**src/aio_pkg.sv**
```systemverilog
// Constants, modes and carrier structs for the alarm I/O trigger controller.
// Assumes a single 10 MHz clock; every user of it names items as aio_pkg::x.
package aio_pkg;
  // Clock rate and time figures
  localparam int AIO_CLK_HZ = 10000000;
  localparam int AIO_TICK_S = 1; // Base second for pulse, hold, GPS timing
  localparam int AIO_SEC_CYC = AIO_TICK_S * AIO_CLK_HZ;
  localparam int AIO_WG_GAP_US = 20000; // Wiegand idle gap closing a frame
  localparam int AIO_WG_GAP_CYC = AIO_WG_GAP_US * (AIO_CLK_HZ / 1000000);
  localparam int AIO_BAUD_FAST = 9600;
  localparam int AIO_BAUD_SLOW = 4800;
  localparam logic [11:0] AIO_BIT_FAST = 12'(AIO_CLK_HZ / AIO_BAUD_FAST);
  localparam logic [11:0] AIO_BIT_SLOW = 12'(AIO_CLK_HZ / AIO_BAUD_SLOW);
  // Limits and frame lengths
  localparam logic [5:0] AIO_PULSE_MIN = 6'h01;
  localparam logic [5:0] AIO_PULSE_MAX = 6'h3c;
  localparam logic [4:0] AIO_GPS_MIN = 5'h01;
  localparam logic [4:0] AIO_GPS_MAX = 5'h1e;
  localparam logic [5:0] AIO_WG_LEN26 = 6'h1a;
  localparam logic [5:0] AIO_WG_LEN37 = 6'h25;
  localparam logic [5:0] AIO_WG_SAT = 6'h3f;
  localparam logic [7:0] AIO_GPS_EOL = 8'h0a; // Line feed ends one sentence

  // Relay drive modes
  typedef enum logic [2:0] {
    AIO_OUT_OPEN, AIO_OUT_GND, AIO_TOG_OPEN, AIO_TOG_GND, AIO_PLS_OPEN, AIO_PLS_GND
  } aio_mode_e;
  // Shared auxiliary port use
  typedef enum logic [1:0] {AIO_AUX_OFF, AIO_AUX_GPS, AIO_AUX_WIEG} aio_aux_e;
  // Serial receiver states
  typedef enum logic [1:0] {AIO_U_IDLE, AIO_U_START, AIO_U_DATA, AIO_U_STOP} aio_uart_e;

  // Per-input setup
  typedef struct packed {
    logic en;
    logic idle_gnd; // Idle level is grounded
    logic latch;
    logic [3:0] rly_mask;
    logic [3:0] rec_mask;
    logic ptz_en;
    logic [1:0] cam;
    logic [7:0] on_preset;
    logic [7:0] off_preset;
    logic [7:0] hold_sec;
  } aio_in_cfg_s;
  // Per-relay setup
  typedef struct packed {
    logic en;
    aio_mode_e mode;
    logic [5:0] pulse_sec;
    logic [3:0] vloss_sel;
    logic [3:0] tamper_sel;
    logic wr_err_sel;
    logic full_sel;
  } aio_out_cfg_s;
  // Per-camera link settings
  typedef struct packed {
    logic [1:0] proto;
    logic [2:0] baud;
    logic [5:0] speed;
    logic [7:0] addr;
  } aio_cam_cfg_s;
  // Preset move command
  typedef struct packed {
    logic valid;
    logic [1:0] cam;
    aio_cam_cfg_s link;
    logic [7:0] preset;
  } aio_ptz_cmd_s;

  // Whole state of the controller
  typedef struct packed {
    logic [3:0] in_prev;
    logic [3:0] src_prev;
    logic [3:0] rly_on;
    logic [3:0][5:0] pls_cnt;
    logic [3:0] rly_out;
    logic [23:0] sec_cnt;
    logic sec_tick;
    logic [3:0] hold_run;
    logic [3:0][7:0] hold_cnt;
    logic [3:0] pend_on;
    logic [3:0] pend_off;
    aio_ptz_cmd_s ptz;
    logic [3:0] rec;
    aio_uart_e ust;
    logic [11:0] ucnt;
    logic [2:0] ubit;
    logic [7:0] ushf;
    logic [7:0] gbyte;
    logic gvld;
    logic [4:0] gsec;
    logic gwin;
    logic wd0_prev;
    logic wd1_prev;
    logic [36:0] wshf;
    logic [5:0] wcnt;
    logic [17:0] wgap;
    logic cvld;
    logic clen37;
    logic [34:0] cnum;
    logic cfwd;
  } aio_state_s;
endpackage

```
**src/aio_trigger_ctrl.sv**
```systemverilog
// Alarm input, relay output, preset and auxiliary port event logic.
// Assumes all inputs are synchronous to REF_CLK and setup ports are steady.
`timescale 1ns/10ps
module aio_trigger_ctrl #(
  parameter int SEC_CYCLES = aio_pkg::AIO_SEC_CYC,
  parameter int WG_GAP_CYCLES = aio_pkg::AIO_WG_GAP_CYC
) (
  // Clock and reset
  input wire logic REF_CLK,
  input wire logic SYS_RST,
  // Alarm inputs
  input wire logic [3:0] ALARM_IN,
  input wire logic MON_EN,
  input wire aio_pkg::aio_in_cfg_s [3:0] IN_CFG,
  // Relay outputs and alarm sources
  input wire aio_pkg::aio_out_cfg_s [3:0] OUT_CFG,
  input wire logic [3:0] VIDEO_LOSS,
  input wire logic [3:0] TAMPER,
  input wire logic WRITE_ERR,
  input wire logic STORAGE_FULL,
  output logic [3:0] RELAY_OUT,
  // Recording requests
  output logic [3:0] REC_START,
  // Camera link commands
  input wire aio_pkg::aio_cam_cfg_s [3:0] CAM_CFG,
  output aio_pkg::aio_ptz_cmd_s PTZ_CMD,
  // Auxiliary port selection
  input wire aio_pkg::aio_aux_e AUX_MODE,
  // GPS receiver
  input wire logic GPS_BAUD_SLOW,
  input wire logic [4:0] GPS_INTERVAL,
  input wire logic GPS_RXD,
  output logic [7:0] GPS_BYTE,
  output logic GPS_BYTE_VLD,
  output logic GPS_WINDOW,
  // Card reader
  input wire logic WIEG_D0_N,
  input wire logic WIEG_D1_N,
  input wire logic [3:0] WIEG_REC_MASK,
  input wire logic CARD_FWD_EN,
  output logic CARD_VALID,
  output logic CARD_LEN37,
  output logic [34:0] CARD_NUM,
  output logic CARD_FWD
);
  aio_pkg::aio_state_s st_reg; // Registered state
  aio_pkg::aio_state_s st_next; // Next state
  logic [3:0] in_act; // Qualified active input level
  logic [3:0] in_rise; // Input became active
  logic [3:0] in_trig; // Input's contribution to relays
  logic [3:0] src_lvl; // Combined trigger per relay
  logic [3:0] src_rise; // Trigger edge per relay
  logic [3:0] rly_gnd; // Relay idles grounded
  logic [5:0] pls_len; // Clamped pulse length
  logic [4:0] gps_iv; // Clamped GPS interval
  logic [11:0] bit_cyc; // Cycles per serial bit
  logic gps_on; // Aux port serves GPS
  logic wg_on; // Aux port serves the reader
  logic wg_f0; // Reader zero pulse seen
  logic wg_f1; // Reader one pulse seen
  logic issued; // A command already went out this cycle

  // All next-state logic
  always_comb
  begin
    st_next = st_reg;
    st_next.rec = 4'h0;
    st_next.ptz.valid = 1'b0;
    st_next.gvld = 1'b0;
    st_next.cvld = 1'b0;
    st_next.cfwd = 1'b0;
    issued = 1'b0;
    pls_len = 6'h00;
    // Free second tick; long, so its length is a parameter
    st_next.sec_tick = 1'b0;
    if (st_reg.sec_cnt == 24'(SEC_CYCLES - 1))
    begin
      st_next.sec_cnt = 24'h000000;
      st_next.sec_tick = 1'b1;
    end
    else
      st_next.sec_cnt = st_reg.sec_cnt + 24'h000001;

    // Input qualification and edges
    for (int i = 0; i < 4; i++)
    begin
      in_act[i] = IN_CFG[i].en & MON_EN & (ALARM_IN[i] ^ IN_CFG[i].idle_gnd);
      in_rise[i] = in_act[i] & ~st_reg.in_prev[i];
      in_trig[i] = IN_CFG[i].latch ? in_rise[i] : in_act[i];
      if (in_rise[i])
        st_next.rec = st_next.rec | IN_CFG[i].rec_mask;
    end
    st_next.in_prev = in_act;

    // Relay drive per output
    for (int j = 0; j < 4; j++)
    begin
      src_lvl[j] = 1'b0;
      for (int i = 0; i < 4; i++)
        src_lvl[j] = src_lvl[j] | (in_trig[i] & IN_CFG[i].rly_mask[j]);
      src_lvl[j] = src_lvl[j] | (|(VIDEO_LOSS & OUT_CFG[j].vloss_sel))
        | (|(TAMPER & OUT_CFG[j].tamper_sel))
        | (WRITE_ERR & OUT_CFG[j].wr_err_sel) | (STORAGE_FULL & OUT_CFG[j].full_sel);
      src_rise[j] = src_lvl[j] & ~st_reg.src_prev[j];
      // Out-of-range lengths are clamped rather than rejected
      pls_len = OUT_CFG[j].pulse_sec;
      if (pls_len < aio_pkg::AIO_PULSE_MIN)
        pls_len = aio_pkg::AIO_PULSE_MIN;
      else if (pls_len > aio_pkg::AIO_PULSE_MAX)
        pls_len = aio_pkg::AIO_PULSE_MAX;
      rly_gnd[j] = 1'b0;
      case (OUT_CFG[j].mode)
        // Plain level follows the trigger
        aio_pkg::AIO_OUT_OPEN, aio_pkg::AIO_OUT_GND:
        begin
          st_next.rly_on[j] = src_lvl[j];
          rly_gnd[j] = (OUT_CFG[j].mode == aio_pkg::AIO_OUT_GND);
        end
        // Toggle flips on each new trigger
        aio_pkg::AIO_TOG_OPEN, aio_pkg::AIO_TOG_GND:
        begin
          if (src_rise[j])
            st_next.rly_on[j] = ~st_reg.rly_on[j];
          rly_gnd[j] = (OUT_CFG[j].mode == aio_pkg::AIO_TOG_GND);
        end
        // Pulse counts whole seconds; tick phase makes it up to one second longer
        aio_pkg::AIO_PLS_OPEN, aio_pkg::AIO_PLS_GND:
        begin
          if (src_rise[j])
          begin
            st_next.rly_on[j] = 1'b1;
            st_next.pls_cnt[j] = pls_len;
          end
          else if (st_reg.sec_tick && st_reg.rly_on[j])
          begin
            if (st_reg.pls_cnt[j] == 6'h00)
              st_next.rly_on[j] = 1'b0;
            else
              st_next.pls_cnt[j] = st_reg.pls_cnt[j] - 6'h01;
          end
          rly_gnd[j] = (OUT_CFG[j].mode == aio_pkg::AIO_PLS_GND);
        end
        // Unknown code keeps the relay idle
        default:
          st_next.rly_on[j] = 1'b0;
      endcase
      // Disabled relay rests idle
      if (!OUT_CFG[j].en)
      begin
        st_next.rly_on[j] = 1'b0;
        st_next.pls_cnt[j] = 6'h00;
      end
      st_next.rly_out[j] = st_next.rly_on[j] ^ rly_gnd[j];
    end
    st_next.src_prev = src_lvl;

    // Preset moves and hold timers
    for (int i = 0; i < 4; i++)
    begin
      if (st_reg.sec_tick && st_reg.hold_run[i])
      begin
        if (st_reg.hold_cnt[i] == 8'h00)
        begin
          st_next.hold_run[i] = 1'b0;
          st_next.pend_off[i] = 1'b1;
        end
        else
          st_next.hold_cnt[i] = st_reg.hold_cnt[i] - 8'h01;
      end
    end
    // Lowest input first, one command per cycle; on-move before off-move
    for (int i = 0; i < 4; i++)
    begin
      if (!issued && (st_reg.pend_on[i] || st_reg.pend_off[i]))
      begin
        issued = 1'b1;
        st_next.ptz.valid = 1'b1;
        st_next.ptz.cam = IN_CFG[i].cam;
        st_next.ptz.link = CAM_CFG[IN_CFG[i].cam];
        if (st_reg.pend_on[i])
        begin
          st_next.ptz.preset = IN_CFG[i].on_preset;
          st_next.pend_on[i] = 1'b0;
        end
        else
        begin
          st_next.ptz.preset = IN_CFG[i].off_preset;
          st_next.pend_off[i] = 1'b0;
        end
      end
    end
    // New edges come last so they win over a same-cycle clear
    for (int i = 0; i < 4; i++)
    begin
      if (IN_CFG[i].ptz_en && in_rise[i])
      begin
        st_next.pend_on[i] = 1'b1;
        st_next.pend_off[i] = 1'b0;
        st_next.hold_run[i] = 1'b0;
      end
      else if (IN_CFG[i].ptz_en && st_reg.in_prev[i] && !in_act[i])
      begin
        st_next.hold_run[i] = 1'b1;
        st_next.hold_cnt[i] = IN_CFG[i].hold_sec;
      end
    end

    // Aux port: one function at a time
    gps_on = (AUX_MODE == aio_pkg::AIO_AUX_GPS);
    wg_on = (AUX_MODE == aio_pkg::AIO_AUX_WIEG);
    bit_cyc = GPS_BAUD_SLOW ? aio_pkg::AIO_BIT_SLOW : aio_pkg::AIO_BIT_FAST;
    gps_iv = GPS_INTERVAL;
    if (gps_iv < aio_pkg::AIO_GPS_MIN)
      gps_iv = aio_pkg::AIO_GPS_MIN;
    else if (gps_iv > aio_pkg::AIO_GPS_MAX)
      gps_iv = aio_pkg::AIO_GPS_MAX;

    // Serial receiver, 8N1, sampled mid-bit
    case (st_reg.ust)
      aio_pkg::AIO_U_IDLE:
      begin
        if (gps_on && !GPS_RXD)
        begin
          st_next.ust = aio_pkg::AIO_U_START;
          st_next.ucnt = {1'b0, bit_cyc[11:1]};
        end
      end
      aio_pkg::AIO_U_START:
      begin
        if (st_reg.ucnt != 12'h000)
          st_next.ucnt = st_reg.ucnt - 12'h001;
        else if (!GPS_RXD)
        begin
          st_next.ust = aio_pkg::AIO_U_DATA;
          st_next.ucnt = bit_cyc - 12'h001;
          st_next.ubit = 3'h0;
        end
        else
          st_next.ust = aio_pkg::AIO_U_IDLE; // Glitch, not a start bit
      end
      aio_pkg::AIO_U_DATA:
      begin
        if (st_reg.ucnt != 12'h000)
          st_next.ucnt = st_reg.ucnt - 12'h001;
        else
        begin
          st_next.ushf = {GPS_RXD, st_reg.ushf[7:1]};
          st_next.ucnt = bit_cyc - 12'h001;
          st_next.ubit = st_reg.ubit + 3'h1;
          if (st_reg.ubit == 3'h7)
            st_next.ust = aio_pkg::AIO_U_STOP;
        end
      end
      aio_pkg::AIO_U_STOP:
      begin
        if (st_reg.ucnt != 12'h000)
          st_next.ucnt = st_reg.ucnt - 12'h001;
        else
        begin
          st_next.ust = aio_pkg::AIO_U_IDLE;
          // Bad stop bit drops the byte
          if (GPS_RXD && st_reg.gwin && gps_on)
          begin
            st_next.gbyte = st_reg.ushf;
            st_next.gvld = 1'b1;
            if (st_reg.ushf == aio_pkg::AIO_GPS_EOL)
              st_next.gwin = 1'b0;
          end
        end
      end
      default:
        st_next.ust = aio_pkg::AIO_U_IDLE;
    endcase
    // Capture window reopens each interval; opening wins over closing
    if (!gps_on)
    begin
      st_next.gwin = 1'b0;
      st_next.gsec = 5'h00;
    end
    else if (st_reg.sec_tick)
    begin
      if (st_reg.gsec + 5'h01 >= gps_iv)
      begin
        st_next.gsec = 5'h00;
        st_next.gwin = 1'b1;
      end
      else
        st_next.gsec = st_reg.gsec + 5'h01;
    end

    // Reader frame collection; lines pulse low
    wg_f0 = wg_on & st_reg.wd0_prev & ~WIEG_D0_N;
    wg_f1 = wg_on & st_reg.wd1_prev & ~WIEG_D1_N;
    st_next.wd0_prev = WIEG_D0_N;
    st_next.wd1_prev = WIEG_D1_N;
    if (!wg_on)
    begin
      st_next.wcnt = 6'h00;
      st_next.wgap = 18'h00000;
    end
    else if (wg_f0 || wg_f1)
    begin
      st_next.wshf = {st_reg.wshf[35:0], wg_f1};
      st_next.wgap = 18'h00000;
      if (st_reg.wcnt != aio_pkg::AIO_WG_SAT)
        st_next.wcnt = st_reg.wcnt + 6'h01;
    end
    else if (st_reg.wcnt != 6'h00)
    begin
      if (st_reg.wgap == 18'(WG_GAP_CYCLES - 1))
      begin
        // Frame closed by idle gap; other lengths are discarded
        st_next.wcnt = 6'h00;
        st_next.wgap = 18'h00000;
        if (st_reg.wcnt == aio_pkg::AIO_WG_LEN26 || st_reg.wcnt == aio_pkg::AIO_WG_LEN37)
        begin
          st_next.cvld = 1'b1;
          st_next.clen37 = (st_reg.wcnt == aio_pkg::AIO_WG_LEN37);
          // Parity bits at both ends are stripped, not checked
          st_next.cnum = st_next.clen37 ? st_reg.wshf[35:1] : {11'h000, st_reg.wshf[24:1]};
          st_next.cfwd = CARD_FWD_EN;
          if (MON_EN)
            st_next.rec = st_next.rec | WIEG_REC_MASK;
        end
      end
      else
        st_next.wgap = st_reg.wgap + 18'h00001;
    end
  end

  // State register with synchronous reset
  always_ff @(posedge REF_CLK)
  begin
    if (SYS_RST)
      st_reg <= '0;
    else
      st_reg <= st_next;
  end

  // Outputs straight from the state register
  assign RELAY_OUT = st_reg.rly_out;
  assign REC_START = st_reg.rec;
  assign PTZ_CMD = st_reg.ptz;
  assign GPS_BYTE = st_reg.gbyte;
  assign GPS_BYTE_VLD = st_reg.gvld;
  assign GPS_WINDOW = st_reg.gwin;
  assign CARD_VALID = st_reg.cvld;
  assign CARD_LEN37 = st_reg.clen37;
  assign CARD_NUM = st_reg.cnum;
  assign CARD_FWD = st_reg.cfwd;
endmodule

```
**config.mk**
```make
export PLATFORM = sky130hd
export DESIGN_NAME = aio_trigger_ctrl
export DESIGN_NICKNAME = d
export VERILOG_FILES = /design/src/aio_pkg.sv /design/src/aio_trigger_ctrl.sv
export SDC_FILE = /design/constraint.sdc
export NUM_CORES = 1
export LEC_CHECK = 0
export ABC_AREA = 1
export ABC_CLOCK_PERIOD_IN_PS = 3800
export BUFFER_PORTS_ARGS = -buffer_cell sky130_fd_sc_hd__clkbuf_2
export CELL_PAD_IN_SITES_DETAIL_PLACEMENT = 0
export CELL_PAD_IN_SITES_GLOBAL_PLACEMENT = 1
export CORE_ASPECT_RATIO = 1.2
export CORE_UTILIZATION = 41
export DETAILED_ROUTE_END_ITERATION = 6
export PLACE_DENSITY = 0.93
export SYNTH_ARGS = -nofsm -noshare
export SYNTH_HDL_FRONTEND = slang
export SYNTH_SLANG_ARGS = --single-unit
```
**constraint.sdc**
```tcl
create_clock -name REF_CLK -period 3.8 [get_ports REF_CLK]
set_clock_uncertainty 0.15 [all_clocks]
set_input_delay 0 -clock REF_CLK [delete_from_list [all_inputs] [get_ports REF_CLK]]
set_output_delay 0 -clock REF_CLK [all_outputs]
set_load 0.005 [all_outputs]
```
* After elaboration in Yosys (flattened, before gate mapping)
Cells that the tools add are included.
W data, S select, Z words.
** Operators by class
- Order comparisons :: 15
- Multiplexer cells :: 166
- Equality and inequality tests :: 45
- Bitwise logic cells :: 118
- Reductions and logical operators :: 126
- Add/sub/neg operators :: 15
** Operators with widths (number)
- $mux W8 :: 20
- $bmux W19 S2 :: 4
- $mux W6 :: 22
- $mux W30 :: 3
- $mux W19 :: 4
- $mux W38 :: 2
- $mux W1 :: 70
- $mux W62 :: 1
- $pmux W14 S4 :: 1
- $mux W12 :: 4
- $reduce_or A2 Y1 :: 23
- $and A1 B1 Y1 :: 44
- $mux W4 :: 10
- $reduce_bool A2 Y1 :: 19
- $mux W35 :: 1
- $and A4 B4 Y4 :: 8
- $logic_not A8 Y1 :: 4
- $reduce_or A4 Y1 :: 8
- $sub A8 B1 Y8 const B :: 4
- $mux W31 :: 1
- $or A1 B1 Y1 :: 28
- $eq A3 B3 Y1 const B :: 9
- $logic_and A1 B1 Y1 :: 26
- $not A1 Y1 :: 26
- 53 further kinds :: 143
** Storage, ports and cells
- Bits in registers :: 283
- Input bits :: 341
- Logic and storage cells :: 536

* Logic depth before layout (Yosys ltp)
- Word-level depth :: 17
- Gate-level depth with buffers :: 16

* Worst setup path after synthesis
No wires, ideal clock.
- Kind :: register -> register
- From :: register st_reg[102] in the netlist's numbering
- To :: register st_reg[103] in the netlist's numbering
- Slack :: 1690 ps
- Data arrival time :: 1890 ps
- Setup time :: 70 ps
- Buffers on the path :: 0
- Data required time :: 3580 ps
- Stages on the path, launching flop included :: 11
- Period minus slack after synthesis :: 2110 ps
- Cell sequence :: dfxtp_1 ha_1 ha_1 o21a_1 o21a_1 o21a_1 o21ai_0 nand2_1 nor2_1 nand2_1 a21oi_1
** Between the ends
- Longest elaborated chain between the ends :: 3
** Ends and longest elaborated chain
- start: declaration :: RTL line aio_trigger_ctrl.sv:46 : aio_pkg::aio_state_s st_reg;
- start signal: assignment :: RTL line aio_trigger_ctrl.sv:337 : st_reg <= st_next;
- $add A5 B1 Y5 (*) :: RTL line aio_trigger_ctrl.sv:282, aio_trigger_ctrl.sv:288
- $ge A5 B5 Y1 :: RTL line aio_trigger_ctrl.sv:282 : if (st_reg.gsec + 5'h01 >= gps_iv)
- $mux W5 (*) :: RTL line aio_trigger_ctrl.sv:282
Every way passes the cells marked *; elsewhere a longest branch is shown, timed or not.
A chain may end at the register's enable or synchronous reset.

* Worst setup path in the final report
- From :: input AUX_MODE[0]
- To :: register st_reg, in the netlist REC_START[3]
** Between the ends
- Longest elaborated chain between the ends :: 6
- Elaborated cells between the ends (all ways) :: 8
- Those cells by class :: eq/ne: 1; mux: 2; bitwise: 4; reduce/logical: 1
** Ends and longest elaborated chain
- start: declaration :: RTL line aio_trigger_ctrl.sv:28 : input wire aio_pkg::aio_aux_e AUX_MODE,
- $eq A2 B2 Y1 (*) :: RTL line aio_trigger_ctrl.sv:210 : wg_on = (AUX_MODE == aio_pkg::AIO_AUX_WIEG);
- $and A1 B1 Y1 (on tied branches) (2 in a row) :: RTL line aio_trigger_ctrl.sv:292, aio_trigger_ctrl.sv:293
- $logic_or A1 B1 Y1 :: RTL line aio_trigger_ctrl.sv:301 : else if (wg_f0 || wg_f1)
- $mux W4 :: RTL line aio_trigger_ctrl.sv:301
- $mux W4 (*) :: RTL line aio_trigger_ctrl.sv:296 : if (!wg_on)
Marked as above.

==> results.toml <==
[final_layout]
final_nets = 3537
mostFrequentLayoutCell = "clkbuf_2"
drive_above_1_share = 0.185
final_cell_mix = "425 x clkbuf_2, 419 x nand2_1, 383 x o21ai_0"
largest_reg_flops = 196
multi_input_area_um2 = 9520
n_fill_cell = 4006
area_delta_synth_final_pct = 32.8
seq_area_um2 = 5670

[sta]
hold_viol = 0
slew_headroom = 0.322
setup_viol = 0
fin_crit_ns = 3.65
setup_tns_ns = 0
tightest_slew_ns = 1.02
slew_violations = 0
grt_setup_unrepaired = "no"
fin_crit_sh = 0.960
fmax_mhz = 274

[drt]
drcViolationCount = 10
drtIter0Drc = 1322
ant_nets = 0
vias_per_cell = 5.38
drtPass1Iterations = 7
via_count = 20100
wl_per_cell_um = 16.7
wirelength_um = 62200

[place]
dpl.hpwl_um = 43300
io_buffer_count = 426
place.gp.congestion = 0.930

[worst_setup_path]
cp_max_fo = 15
end_kind = "register"
crit_path_start_kind = "primary input"
cpPeakStageDelay_ns = 0.59
cp.arrival_ns = 3.96
critPathMostFrequentCell = "dlygate4sd3_1"
path_cells = "dlygate4sd3_1 -> clkbuf_2 -> inv_1 -> nand2_1 -> dlygate4sd3_1 -> nor2_1 -> a31oi_2 -> nand2_2 -> nor2_4 -> nand2_1 -> inv_1 -> nand3_1 -> dlygate4sd3_1 -> o21ai_0 -> dlygate4sd3_1"
crit_family = "buffers and inverters"
crit_slowest_cell = "dlygate4sd3_1"
critPathKind = "in2reg"
worst_ep_required_time_ns = 4.11
worst-path-buf-inv = 7

[floorplanning]
dieArea_um2 = 43100
core_area_um2 = 41800
start_util = 0.415
die_w_um = 190
die_y_um = 227
io_pins = 427
rows = 82

[yosys]
netlist.area_leader.share = 0.327
synthTopCellsByArea = "dfxtp_1 33%, o21ai_0 11%, nand2_1 9.1%"
synth_compound_area_frac = 0.251
avgSynthCellArea_um2 = 6.65
synth-edff-count = 0
ys_seq_elements = 283
synthSimpleGateAreaFrac = 0.253
synthDistinctLibCells = 59
synthMuxAreaShare = 0.00519
async_reset_ff_frac = 0
synth_top_family_by_area = "simple AND/OR/NAND/NOR gates"
synth_area_um2 = 17300
synth_ff_type = "dfxtp_1"
yosysTopAreaCell = "dfxtp_1"
synth-seq-area-share = 0.327
syn_nets = 2981
yosys_warnings = 0
synthCells = 2609
synthAdderAreaFrac = 0.0224
yosys.area_share.xor_xnor = 0.0151

[clock_network]
cts_buffers = 35
cts_tree = "built"
clockBufferDepth = 3
h-tree-depth = 2
path_clk_slew_ns = 0.05
cts-root-buf = "clkbuf_16"
clk_latency_ns = 0.54
clock_sinks = 283

[run_status]
violations = "DRC"
outcome = "finished with violations"

[grt]
grt_pass1_wl_um = 98700
grt_antenna_before_repair = 2
grt_max_degree = 64
grt_pass1_vias = 20200
grt-ovfl-total = 0
grtUsageTotal = 0.283

[power]
peakVddDrop_uv = 275
leakage_uw = 0.0103
powerDensity_nw_per_um2 = 347
design_power_total_uw = 7990

[min_path]
hold_class = "in2reg"

[flow_run]
cap_viol_max_count = 0
metrics by stage:
| stage | cell area, um2 | setup WS [ns] | std cells | utilization | hold WS (ns) |
|---|---|---|---|---|---|
| after detailed placement | 19100 | 0.784 | 3398 | 0.459 | 0.0621 |
| after CTS | 23000 | 0.00792 | 3731 | 0.551 | 0.0207 |
| after floorplan | 17300 | 1.69 | 2609 | - | -0.0378 |
| final | 23000 | 0.152 | 3734 | 0.552 | 0.00570 |
| after global placement | 19100 | 0.813 | 3398 | 0.459 | 0.0602 |
| after global routing | 23000 | 0.00257 | 3734 | 0.552 | 0.0466 |
timing repair:
item | CTS | global route
hold endpoints to repair | 171 | 0
endpoints found under the setup margin | 0 | 6
gates resized for setup | 0 | 9
hold buffers | 275 | 0
buffers inserted | 0 | 3
cell usage after synthesis (4+ instances only):
cell type and number:
nand2_1 420, o21ai_0 383, nor2_1 303, dfxtp_1 283
inv_1 275, a21oi_1 263, nand3_1 99, buf_4 85
clkbuf_1 79, a211oi_1 37, nor3_1 37, nand4_1 35
ha_1 31, a31oi_1 27, xor2_1 23, a221oi_1 19
a22o_1 17, nand2_2 17, nor2_2 15, buf_2 13
buf_1 12, o21a_1 10, nand3_2 9, buf_6 8
mux2_2 8, nor2_4 8, xnor2_1 7, inv_2 6
nand3b_1 6, nor3b_1 6, nor4_1 6, o21ai_1 5
nand2_4 4, o211ai_1 4, o21bai_1 4, o221ai_1 4
o22ai_1 4, or2_2 4
cell families after synthesis:
kind of cell | Yosys count
xor gates and xnor gates | 30
DFF | 283
adders and majority gates | 31
and+or+nand+nor | 986
AOI/OAI and AO/OA | 791
buffers and inverters | 480
muxes | 8
per-layer routing:
metal / up-vias / wire length [um] / global-route usage
li1: 9772 / - / -
met1: 9178 / 23700 / 0.304
met2: 923 / 30000 / 0.509
met5: - / 0 / 0
met4: 0 / 3520 / 0.169
met3: 216 / 4980 / 0.0627
power breakdown:
group	total, uW	switching [uW]	internal (uW)
sequential	3150	77.9	3070
combinational	1640	936	701
clock	3200	1340	1860
cell type report:
| cell class | instances | area share |
|---|---|---|
| multi-input cells | 1846 | 0.413 |
| flip-flops and latches | 283 | 0.246 |
| repair buffers | 716 | 0.217 |
| inverters | 283 | 0.0462 |
| clock buffers | 43 | 0.0415 |
| well taps | 546 | 0.0297 |
| clock inverters | 15 | 0.00587 |
| diodes | 2 | 0.000217 |
path summary, 6_finish.rpt:
path	endpoint	slack, ns	start	cells after the start
hold / removal	st_reg[248]	0.006	IN_CFG[107]	8
setup / recovery	REC_START[3]	0.15	AUX_MODE[0]	15
setup reg to reg	RELAY_OUT[3]	0.16	st_reg[283]	16
hold reg to reg	st_reg[220]	0.30	st_reg[220]	1
tightest hold or removal path: cells and delay by family:
| family | cells | cell delay (ns) |
|---|---|---|
| buffers and inverters | 1 | 0.08 |
| and+or+nand+nor | 6 | 0.46 |
| AOI/OAI and AO/OA | 1 | 0.07 |
Note: power is estimated with default switching activity, not from simulation.
